==> src/pec_defs.svh <==
// Register offsets, field positions, reset values and vectors.
`ifndef PEC_DEFS_SVH
`define PEC_DEFS_SVH
`define PEC_OFF_STATUS 8'h00
`define PEC_OFF_CAUSE 8'h04
`define PEC_OFF_EPC 8'h08
`define PEC_OFF_ERRPC 8'h0c
`define PEC_ST_IE_C 0
`define PEC_ST_KU_C 1
`define PEC_ST_MASK_LSB 8
`define PEC_ST_PE 16
`define PEC_ST_BEV 22
`define PEC_ST_WBE 23
`define PEC_CA_CODE_LSB 2
`define PEC_CA_PEND_LSB 8
`define PEC_CA_BD 31
`define PEC_STACK_RST 6'h00
`define PEC_MASK_RST 8'h00
`define PEC_BEV_RST 1'b1
`define PEC_FPU_INT_BIT 3
`define PEC_INSTR_BYTES 32'h0000_0004
`define PEC_VEC_RESET 32'hbfc0_0000
`define PEC_VEC_GEN 32'h8000_0180
`define PEC_VEC_GEN_BOOT 32'hbfc0_0180
`define PEC_VEC_REFILL 32'h8000_0000
`define PEC_VEC_REFILL_BOOT 32'hbfc0_0100
`define PEC_VEC_CERR 32'ha000_0100
`define PEC_VEC_CERR_BOOT 32'hbfc0_0300
`endif

==> src/pec_pkg.sv <==
// Types shared by the exception control block.
`default_nettype none
package pec_pkg;
  typedef enum logic [4:0] {
    PEC_C_INT = 5'h00,
    PEC_C_MOD = 5'h01,
    PEC_C_TLB = 5'h02,
    PEC_C_TLB_INV = 5'h03,
    PEC_C_ADDR = 5'h04,
    PEC_C_USEG = 5'h05,
    PEC_C_DBUS = 5'h07,
    PEC_C_SYS = 5'h08,
    PEC_C_BRK = 5'h09,
    PEC_C_RSVD = 5'h0a,
    PEC_C_CPU = 5'h0b,
    PEC_C_OVF = 5'h0c,
    PEC_C_TRAP = 5'h0d,
    PEC_C_BOUND = 5'h0e,
    PEC_C_WATCH = 5'h17,
    PEC_C_CACHE = 5'h1e,
    PEC_C_NMI = 5'h1f
  } pec_code_t;

  typedef struct packed {
    logic addr_err;
    logic user_seg;
    logic tlb_miss;
    logic tlb_refill;
    logic tlb_invalid;
    logic tlb_mod;
    logic bound;
    logic watch;
    logic bus_err_rd;
    logic illegal;
    logic cop_off;
    logic syscall;
    logic brk;
    logic trap;
    logic overflow;
    logic eret;
    logic rfe;
  } pec_event_t;

  typedef struct packed {
    logic valid;
    logic bd;
    logic eret;
    logic rfe;
    logic exc;
    logic refill;
    pec_code_t code;
    logic [31:0] pc;
  } pec_slot_t;

  typedef struct packed {
    logic [7:0] addr;
    logic [31:0] wdata;
    logic we;
    logic re;
  } pec_reg_req_t;
endpackage
`default_nettype wire

==> src/pec_stage.sv <==
// One pipeline stage carrying an instruction and its pending exception.
`timescale 1ns/1ps
`default_nettype none
module pec_stage (
  // Clock and reset.
  input wire logic clk_sys,
  input wire logic rst,
  // Flow control.
  input wire logic adv,
  input wire logic kill,
  // Instruction in, faults seen here, instruction out.
  input wire pec_pkg::pec_slot_t slot_in,
  input wire pec_pkg::pec_event_t ev,
  output var pec_pkg::pec_slot_t slot_q
);
  import pec_pkg::*;

  pec_slot_t slot_nxt;
  logic fault;

  function automatic pec_code_t pick(input pec_event_t e);
    pec_code_t c;
    c = PEC_C_OVF;
    if (e.addr_err) c = PEC_C_ADDR;
    else if (e.user_seg) c = PEC_C_USEG;
    else if (e.tlb_miss) c = PEC_C_TLB;
    else if (e.tlb_invalid) c = PEC_C_TLB_INV;
    else if (e.tlb_mod) c = PEC_C_MOD;
    else if (e.bound) c = PEC_C_BOUND;
    else if (e.watch) c = PEC_C_WATCH;
    else if (e.bus_err_rd) c = PEC_C_DBUS;
    else if (e.illegal) c = PEC_C_RSVD;
    else if (e.cop_off) c = PEC_C_CPU;
    else if (e.syscall) c = PEC_C_SYS;
    else if (e.brk) c = PEC_C_BRK;
    else if (e.trap) c = PEC_C_TRAP;
    return c;
  endfunction

  // An older fault already carried keeps its code; later ones are dropped.
  always_comb begin
    slot_nxt = slot_in;
    fault = ev.addr_err | ev.user_seg | ev.tlb_miss | ev.tlb_invalid |
            ev.tlb_mod | ev.bound | ev.watch | ev.bus_err_rd |
            ev.illegal | ev.cop_off | ev.syscall | ev.brk | ev.trap |
            ev.overflow;
    if (slot_in.valid && !slot_in.exc && fault) begin
      slot_nxt.exc = 1'b1;
      slot_nxt.code = pick(ev);
      slot_nxt.refill = ev.tlb_miss & ev.tlb_refill;
    end
    slot_nxt.eret = slot_in.eret | (slot_in.valid & ev.eret);
    slot_nxt.rfe = slot_in.rfe | (slot_in.valid & ev.rfe);
  end

  always_ff @(posedge clk_sys) begin
    if (rst || kill) begin
      slot_q <= '0;
    end else if (adv) begin
      slot_q <= slot_nxt;
    end
  end
endmodule
`default_nettype wire

==> src/pec_precise_exc_ctrl.sv <==
// Precise exception control: commit-stage ordering, redirect, registers.
// Function
// - All disruptive events share one exception entry mechanism.
// - All exceptions but user translation refill, cache error, NMI and soft reset go to one handler.
// - Only the resume address is saved, no general registers.
// - Only interrupts can be masked; other exceptions are always taken.
// - Per-source interrupt masks exist; no hardware interrupt priority.
// - Internal exception saves the faulting instruction address.
// - Delay-slot fault saves branch address and sets branch delay flag.
// - Cause shows exception code and pending external interrupts.
// - A write bus error never raises an exception.
// - Cache parity error sets parity flag, no exception.
// - Data translation miss seen in memory stage, instruction miss at fetch.
// - Early faults wait for older instructions; older fault wins.
// - Younger instructions are nullified with no visible effect.
// - Illegal, disabled coprocessor, overflow, misalign, user segment faults.
// - Invalid mapping, write-protect and missing translation faults.
// - Bound and watch hits on instruction or data raise exceptions.
// - Syscall, trap and breakpoint instructions always raise exceptions.
// - Float unit exceptions arrive as an interrupt source.
// - New return restores mode stack and jumps to saved address.
// - Old return only restores mode stack, no change of flow.
// - Entry pushes the three-entry mode stack, kernel with interrupts off.
// - Handler fetch starts at most one clock after faulting commit.
// - General vector is 0x80000180 with bootstrap vectors off.
//
// The plain strobed port and the placing of the registers were decided locally.
`timescale 1ns/1ps
`default_nettype none
`include "pec_defs.svh"
module pec_precise_exc_ctrl (
  // Clock and reset.
  input wire logic clk_sys,
  input wire logic rst,
  // Pipeline flow and fetched instruction.
  input wire logic pipe_adv,
  input wire logic if_valid,
  input wire logic [31:0] if_pc,
  input wire logic if_in_delay_slot,
  // Faults seen per stage: fetch, decode, execute, memory.
  input wire pec_pkg::pec_event_t stage_ev [4],
  // Interrupt and error sources.
  input wire logic [7:0] ext_int,
  input wire logic fpu_exc,
  input wire logic nmi,
  input wire logic soft_reset,
  input wire logic cache_err,
  input wire logic cache_parity_err,
  input wire logic bus_err_wr,
  // Register port.
  input wire pec_pkg::pec_reg_req_t reg_req,
  output logic [31:0] reg_rdata,
  // Fetch redirect and retirement.
  output logic redirect,
  output logic [31:0] redirect_pc,
  output logic retire,
  output logic [31:0] retire_pc,
  // Processor mode.
  output logic user_mode,
  output logic int_enable
);
  import pec_pkg::*;

  pec_slot_t slot_in [4];
  pec_slot_t slot_q [4];
  pec_slot_t c;
  logic [5:0] stack_r;
  logic [7:0] mask_r;
  logic bev_r;
  logic parity_r;
  logic wbe_r;
  logic bd_r;
  pec_code_t code_r;
  logic [31:0] epc_r;
  logic [31:0] errpc_r;
  logic errrst_pend_r;
  logic cache_pend_r;
  logic [7:0] pend;
  logic int_req;
  logic commit;
  logic no_err;
  logic t_err;
  logic t_cache;
  logic t_exc;
  logic t_int;
  logic t_eret;
  logic t_rfe;
  logic take;
  logic kill;
  logic [31:0] ret_pc;
  logic [31:0] vec;
  logic st_we;
  logic epc_we;
  logic errpc_we;
  logic [31:0] st_val;
  logic [31:0] ca_val;

  // Stage 0 takes the fetched instruction; later stages chain on.
  genvar g;
  generate
    for (g = 0; g < 4; g++) begin : g_stage
      if (g == 0) begin : g_head
        assign slot_in[g] = {if_valid, if_in_delay_slot, 4'h0, PEC_C_INT,
                             if_pc};
      end else begin : g_link
        assign slot_in[g] = slot_q[g-1];
      end
      pec_stage u_stage (
        .clk_sys(clk_sys),
        .rst(rst),
        .adv(pipe_adv),
        .kill(kill),
        .slot_in(slot_in[g]),
        .ev(stage_ev[g]),
        .slot_q(slot_q[g])
      );
    end
  endgenerate

  assign c = slot_q[3];

  // Pending interrupts; the float unit shares source bit 3 with ext_int[3].
  always_comb begin
    pend = ext_int;
    pend[`PEC_FPU_INT_BIT] = ext_int[`PEC_FPU_INT_BIT] | fpu_exc;
  end

  // Any unmasked source requests while interrupts are enabled; no ordering among sources.
  assign int_req = stack_r[`PEC_ST_IE_C] & |(pend & mask_r);

  // Commit stage decision; everything funnels into one entry path.
  assign commit = pipe_adv & c.valid;
  assign no_err = ~errrst_pend_r & ~cache_pend_r;
  assign t_err = commit & errrst_pend_r;
  assign t_cache = commit & cache_pend_r & ~errrst_pend_r;
  assign t_exc = commit & no_err & c.exc;
  assign t_int = commit & no_err & ~c.exc & int_req;
  assign t_eret = commit & no_err & ~c.exc & ~int_req & c.eret;
  assign t_rfe = commit & no_err & ~c.exc & ~int_req & c.rfe;
  assign take = t_err | t_cache | t_exc | t_int;
  assign kill = take | t_eret;

  // Resume address backs up to the branch for a delay-slot instruction.
  assign ret_pc = c.bd ? c.pc - `PEC_INSTR_BYTES : c.pc;

  always_comb begin
    vec = bev_r ? `PEC_VEC_GEN_BOOT : `PEC_VEC_GEN;
    if (t_err) begin
      vec = `PEC_VEC_RESET;
    end else if (t_cache) begin
      vec = bev_r ? `PEC_VEC_CERR_BOOT : `PEC_VEC_CERR;
    end else if (t_exc && c.refill) begin
      vec = bev_r ? `PEC_VEC_REFILL_BOOT : `PEC_VEC_REFILL;
    end else if (t_eret) begin
      vec = epc_r;
    end
  end

  // Redirect is registered, so fetch moves one clock after commit.
  always_ff @(posedge clk_sys) begin
    if (rst) begin
      redirect <= 1'b0;
      redirect_pc <= 32'h0000_0000;
    end else begin
      redirect <= kill;
      if (kill) begin
        redirect_pc <= vec;
      end
    end
  end

  always_ff @(posedge clk_sys) begin
    if (rst) begin
      retire <= 1'b0;
      retire_pc <= 32'h0000_0000;
    end else begin
      retire <= commit & ~take;
      if (commit) begin
        retire_pc <= c.pc;
      end
    end
  end

  // Error-class events wait for a commit; a new event beats the clear.
  always_ff @(posedge clk_sys) begin
    if (rst) begin
      errrst_pend_r <= 1'b0;
      cache_pend_r <= 1'b0;
    end else begin
      errrst_pend_r <= nmi | soft_reset | (errrst_pend_r & ~t_err);
      cache_pend_r <= cache_err | (cache_pend_r & ~t_cache);
    end
  end

  assign st_we = reg_req.we && reg_req.addr == `PEC_OFF_STATUS;
  assign epc_we = reg_req.we && reg_req.addr == `PEC_OFF_EPC;
  assign errpc_we = reg_req.we && reg_req.addr == `PEC_OFF_ERRPC;

  // Mode stack: push on entry, pop on either return.
  always_ff @(posedge clk_sys) begin
    if (rst) begin
      stack_r <= `PEC_STACK_RST;
    end else if (take) begin
      stack_r <= {stack_r[3:0], 2'b00};
    end else if (t_eret || t_rfe) begin
      stack_r <= {stack_r[5:4], stack_r[5:2]};
    end else if (st_we) begin
      stack_r <= reg_req.wdata[5:0];
    end
  end

  assign user_mode = stack_r[`PEC_ST_KU_C];
  assign int_enable = stack_r[`PEC_ST_IE_C];

  always_ff @(posedge clk_sys) begin
    if (rst) begin
      mask_r <= `PEC_MASK_RST;
      bev_r <= `PEC_BEV_RST;
    end else if (st_we) begin
      mask_r <= reg_req.wdata[`PEC_ST_MASK_LSB +: 8];
      bev_r <= reg_req.wdata[`PEC_ST_BEV];
    end
  end

  // Sticky flags, cleared by writing zero; a new event wins the clear.
  always_ff @(posedge clk_sys) begin
    if (rst) begin
      parity_r <= 1'b0;
      wbe_r <= 1'b0;
    end else begin
      parity_r <= cache_parity_err |
                  (parity_r & ~(st_we & ~reg_req.wdata[`PEC_ST_PE]));
      wbe_r <= bus_err_wr |
               (wbe_r & ~(st_we & ~reg_req.wdata[`PEC_ST_WBE]));
    end
  end

  // Only the resume address is captured on entry.
  always_ff @(posedge clk_sys) begin
    if (rst) begin
      epc_r <= 32'h0000_0000;
    end else if (t_exc || t_int) begin
      epc_r <= ret_pc;
    end else if (epc_we) begin
      epc_r <= reg_req.wdata;
    end
  end

  always_ff @(posedge clk_sys) begin
    if (rst) begin
      errpc_r <= 32'h0000_0000;
    end else if (t_err || t_cache) begin
      errpc_r <= ret_pc;
    end else if (errpc_we) begin
      errpc_r <= reg_req.wdata;
    end
  end

  always_ff @(posedge clk_sys) begin
    if (rst) begin
      bd_r <= 1'b0;
      code_r <= PEC_C_INT;
    end else if (take) begin
      bd_r <= c.bd & (t_exc | t_int);
      if (t_err) begin
        code_r <= PEC_C_NMI;
      end else if (t_cache) begin
        code_r <= PEC_C_CACHE;
      end else if (t_exc) begin
        code_r <= c.code;
      end else begin
        code_r <= PEC_C_INT;
      end
    end
  end

  always_comb begin
    st_val = '0;
    st_val[5:0] = stack_r;
    st_val[`PEC_ST_MASK_LSB +: 8] = mask_r;
    st_val[`PEC_ST_PE] = parity_r;
    st_val[`PEC_ST_BEV] = bev_r;
    st_val[`PEC_ST_WBE] = wbe_r;
    ca_val = '0;
    ca_val[`PEC_CA_CODE_LSB +: 5] = code_r;
    ca_val[`PEC_CA_PEND_LSB +: 8] = pend;
    ca_val[`PEC_CA_BD] = bd_r;
  end

  // Read data stand one cycle after the read strobe; others read zero.
  always_ff @(posedge clk_sys) begin
    if (rst) begin
      reg_rdata <= 32'h0000_0000;
    end else if (reg_req.re) begin
      case (reg_req.addr)
        `PEC_OFF_STATUS: reg_rdata <= st_val;
        `PEC_OFF_CAUSE: reg_rdata <= ca_val;
        `PEC_OFF_EPC: reg_rdata <= epc_r;
        `PEC_OFF_ERRPC: reg_rdata <= errpc_r;
        default: reg_rdata <= 32'h0000_0000;
      endcase
    end else begin
      reg_rdata <= 32'h0000_0000;
    end
  end
endmodule
`default_nettype wire

==> config.mk <==
export PLATFORM = sky130hd
export DESIGN_NAME = pec_precise_exc_ctrl
export DESIGN_NICKNAME = d
export VERILOG_FILES = /design/src/pec_pkg.sv /design/src/pec_stage.sv /design/src/pec_precise_exc_ctrl.sv
export VERILOG_INCLUDE_DIRS = /design/src
export SDC_FILE = /design/constraint.sdc
export NUM_CORES = 1
export LEC_CHECK = 0
export BUFFER_PORTS_ARGS = -buffer_cell sky130_fd_sc_hd__buf_2
export CAP_MARGIN = 5
export CORE_ASPECT_RATIO = 1.25
export CORE_MARGIN = 2
export CORE_UTILIZATION = 56
export DETAILED_ROUTE_END_ITERATION = 12
export PLACE_DENSITY = 0.8
export SYNTH_ARGS = -nofsm -noshare
export SYNTH_HDL_FRONTEND = slang
export SYNTH_HIERARCHICAL = 1
export SYNTH_SLANG_ARGS = --single-unit
==> constraint.sdc <==
create_clock -name clk_sys -period 3.3 [get_ports clk_sys]
set_input_delay 0.825 -clock clk_sys [delete_from_list [all_inputs] [get_ports clk_sys]]
set_output_delay 0.825 -clock clk_sys [all_outputs]
set_load 0.005 [all_outputs]
==> reports/metrics.cfg <==
[outcome]
status = complete, no violations

[synthesis]
ys_types = 64
synth_flop_cell = dfxtp_1
syn_area_um2 = 15300
async_flop_share = 0
yosys_warnings = 6
synth_cells = 1693
ys_ff_latch = 359
seq_area_frac_synth = 0.471
avgSynthCellArea_um2 = 9.01
synth-edff-count = 0

[power]
leakage_nw = 7.98
max-vdd-ir-drop_mv = 0.357
power_density_nw_per_um2 = 504

[floorplan]
die-area_um2 = 28600
initial_core_util = 0.569
core-area_um2 = 26800
ios = 261
std_cell_rows = 67
die_h_um = 189
die_x_um = 152

[global_route]
antenna_found_initial = 1
grt_start_max_net_pins = 197
first_global_vias = 12800
gr-total-overflow = 0
grt_pass1_wl_um = 65800
grt_use_total = 0.283

[detailed_routing]
wl_met3_um = 2850
drt-total-wl_um = 41500
drt-initial-drc-count = 1037
drt-met1-wl_um = 17000
drtAntennaViolNets = 0
wl_met2_um = 19900
top_layer_used = met4
vias_per_cell = 5.86
vias = 13500
wl_per_cell_um = 18.0
first_pass_iters = 8
drc = 0

[worst_setup_path]
r2r_cells = 5
r2r_start = g_stage[3].u_stage/slot_q[12]
cp-startpoint = g_stage[3].u_stage/slot_q[12]
cp_top_family = simple AND/OR/NAND/NOR gates
critPathMaxStageDelay_ns = 0.80
cp-start-kind = flip-flop
required_ns = 3.69
worst-path-stages = 5
r2r-end = epc_r[27]
crit_path_max_fanout = 8
crit_arrival_ns = 2.95
timing.reg2reg.setup_slack_ns = 0.74
worstSetupPathType = reg2reg
critical_path.cell_chain = or4_4 -> or4b_1 -> nor4_4 -> xnor2_1 -> a21oi_1
cp.buffers_inverters = 0
critPathCaptureType = flip-flop
crit_slowest_cell = or4b_1

[timing]
report.final.slew_viol_count = 0
slew_headroom = 0.290
fin_setup_tns_ns = 0
hold_viol = 0
setup_ws_ns = 0.740
fin_crit_ns = 2.56
timing.final.crit_share = 0.776
tightest_slew_ns = 1.06
fmax_mhz = 391
finClkSkew_ns = 0.0204
rsz0062_at_grt = no
setup_viol = 0
worst_hold_slack_ns = 0.456

[placed_design]
placedCellCount = 2241
dpl-instance-area_um2 = 17000
port-buffer-count = 260
dp_slack_ns = 0.438
gp_congestion = 0.936
hpwl_um = 29300

[finish]
final_cell_mix = 359 x dfxtp_1, 280 x nor2_1, 258 x buf_2
synthToLayoutAreaGrowth_pct = 19.6
stdcell_count = 2304
final_nets = 2095
nFillCells = 2178
layout_commonest_cell = dfxtp_1
drive_gt1_frac = 0.228
final_area_um2 = 18300

[clock_tree]
cts_tree = yes
cts_setup_buffers = 0
insertion_delay_ns = 0.52
cts.clk_slew.worst_paths_ns = 0.06
cts_max_level = 2
cts_resized = 0
ctsRootBufferMaster = clkbuf_16
cts_buffer_depth = 3
cts_sinks = 359
cts_inserted_buffers = 35
hold_buffers = 0

[worst_hold_path]
holdPathEnd = retire_pc[17]
worstHoldStart = retire_pc[17]
hold_class = reg2reg
min_path_cells = 2

[run]
max-cap-violations = 0

==> Yosys cell counts, types with 16 or more instances <==
cell type / instances / area [µm²]
a211oi_1: 39 / 293
a21oi_1: 141 / 706
a22oi_1: 35 / 263
a31oi_1: 18 / 113
a32oi_1: 21 / 184
clkbuf_1: 88 / 330
dfxtp_1: 359 / 7190
inv_1: 16 / 60.1
mux2_2: 49 / 552
mux2i_1: 174 / 1740
nand2_1: 136 / 510
nand3_1: 24 / 120
nor2_1: 281 / 1050
nor3_1: 18 / 90.1
o21ai_0: 99 / 495
xnor2_1: 16 / 140
==> where the power goes <==
group	internal, mW	total (mW)	switching, mW
Combinational	0.241	0.573	0.332
Clock	2.47	4.15	1.68
Sequential	4.42	4.48	0.0649
==> worst max path at each step <==
| stage | endpoint | slack [ns] |
|---|---|---|
| after global placement | redirect_pc[26] | 0.51 |
| after detailed placement | g_stage[2].u_stage/slot_q[27] | 0.44 |
| final | epc_r[27] | 0.74 |
| after floorplan | g_stage[0].u_stage/slot_q[34] | 0.48 |
| after CTS | epc_r[27] | 0.74 |
| after global routing | errpc_r[26] | 0.64 |
==> logic make-up (layout without fill, tap and decap cells) <==
group,Yosys count,in the layout,share of synthesized area
compound gates,403,403,0.162
fa+ha+maj,1,1,0.000820
other cells,1,11,0.000246
simple gates,549,549,0.166
buf+inv,129,385,0.0332
xor+xnor,28,28,0.0161
flops,359,359,0.471
mux,223,223,0.150
==> through the flow <==
stage	util	power (mW)
floorplan	-	4.90
global placement	0.635	5.12
detailed placement	0.635	5.14
CTS	0.680	9.23
global route	0.680	9.48
finish	0.680	9.20
==> registers in the layout, summed over array words and instances, names as in the netlist, 5 cells and up <==
register and count:
stack_r 6, retire_pc 32, reg_rdata 32, redirect_pc 32, epc_r 32, g_stage.u_stage/slot_q 172, code_r 5, errpc_r 32
mask_r 8
==> worst min-delay path, stage by stage, from the launching register on <==
cell	delay, ns
dfxtp_1	0.31
nand2_1	0.05
a21oi_1	0.05
==> routing by layer <==
layer / vias to the layer above / track usage
met5: - / 0
met4: 0 / 0.119
met3: 123 / 0.0358
met2: 567 / 0.475
met1: 6309 / 0.364
li1: 6493 / -
==> layout make-up <==
cell class	instances	area, µm²	area share
clock buffers	52	1060	0.0581
flip-flops and latches	359	7190	0.394
well taps	345	432	0.0237
diodes	1	2.50	0.000137
clock inverters	10	144	0.00788
inverters	16	60.1	0.00329
repair buffers	307	1740	0.0954
multi-input cells	1214	7620	0.418
(Power assumes the default switching activity.)
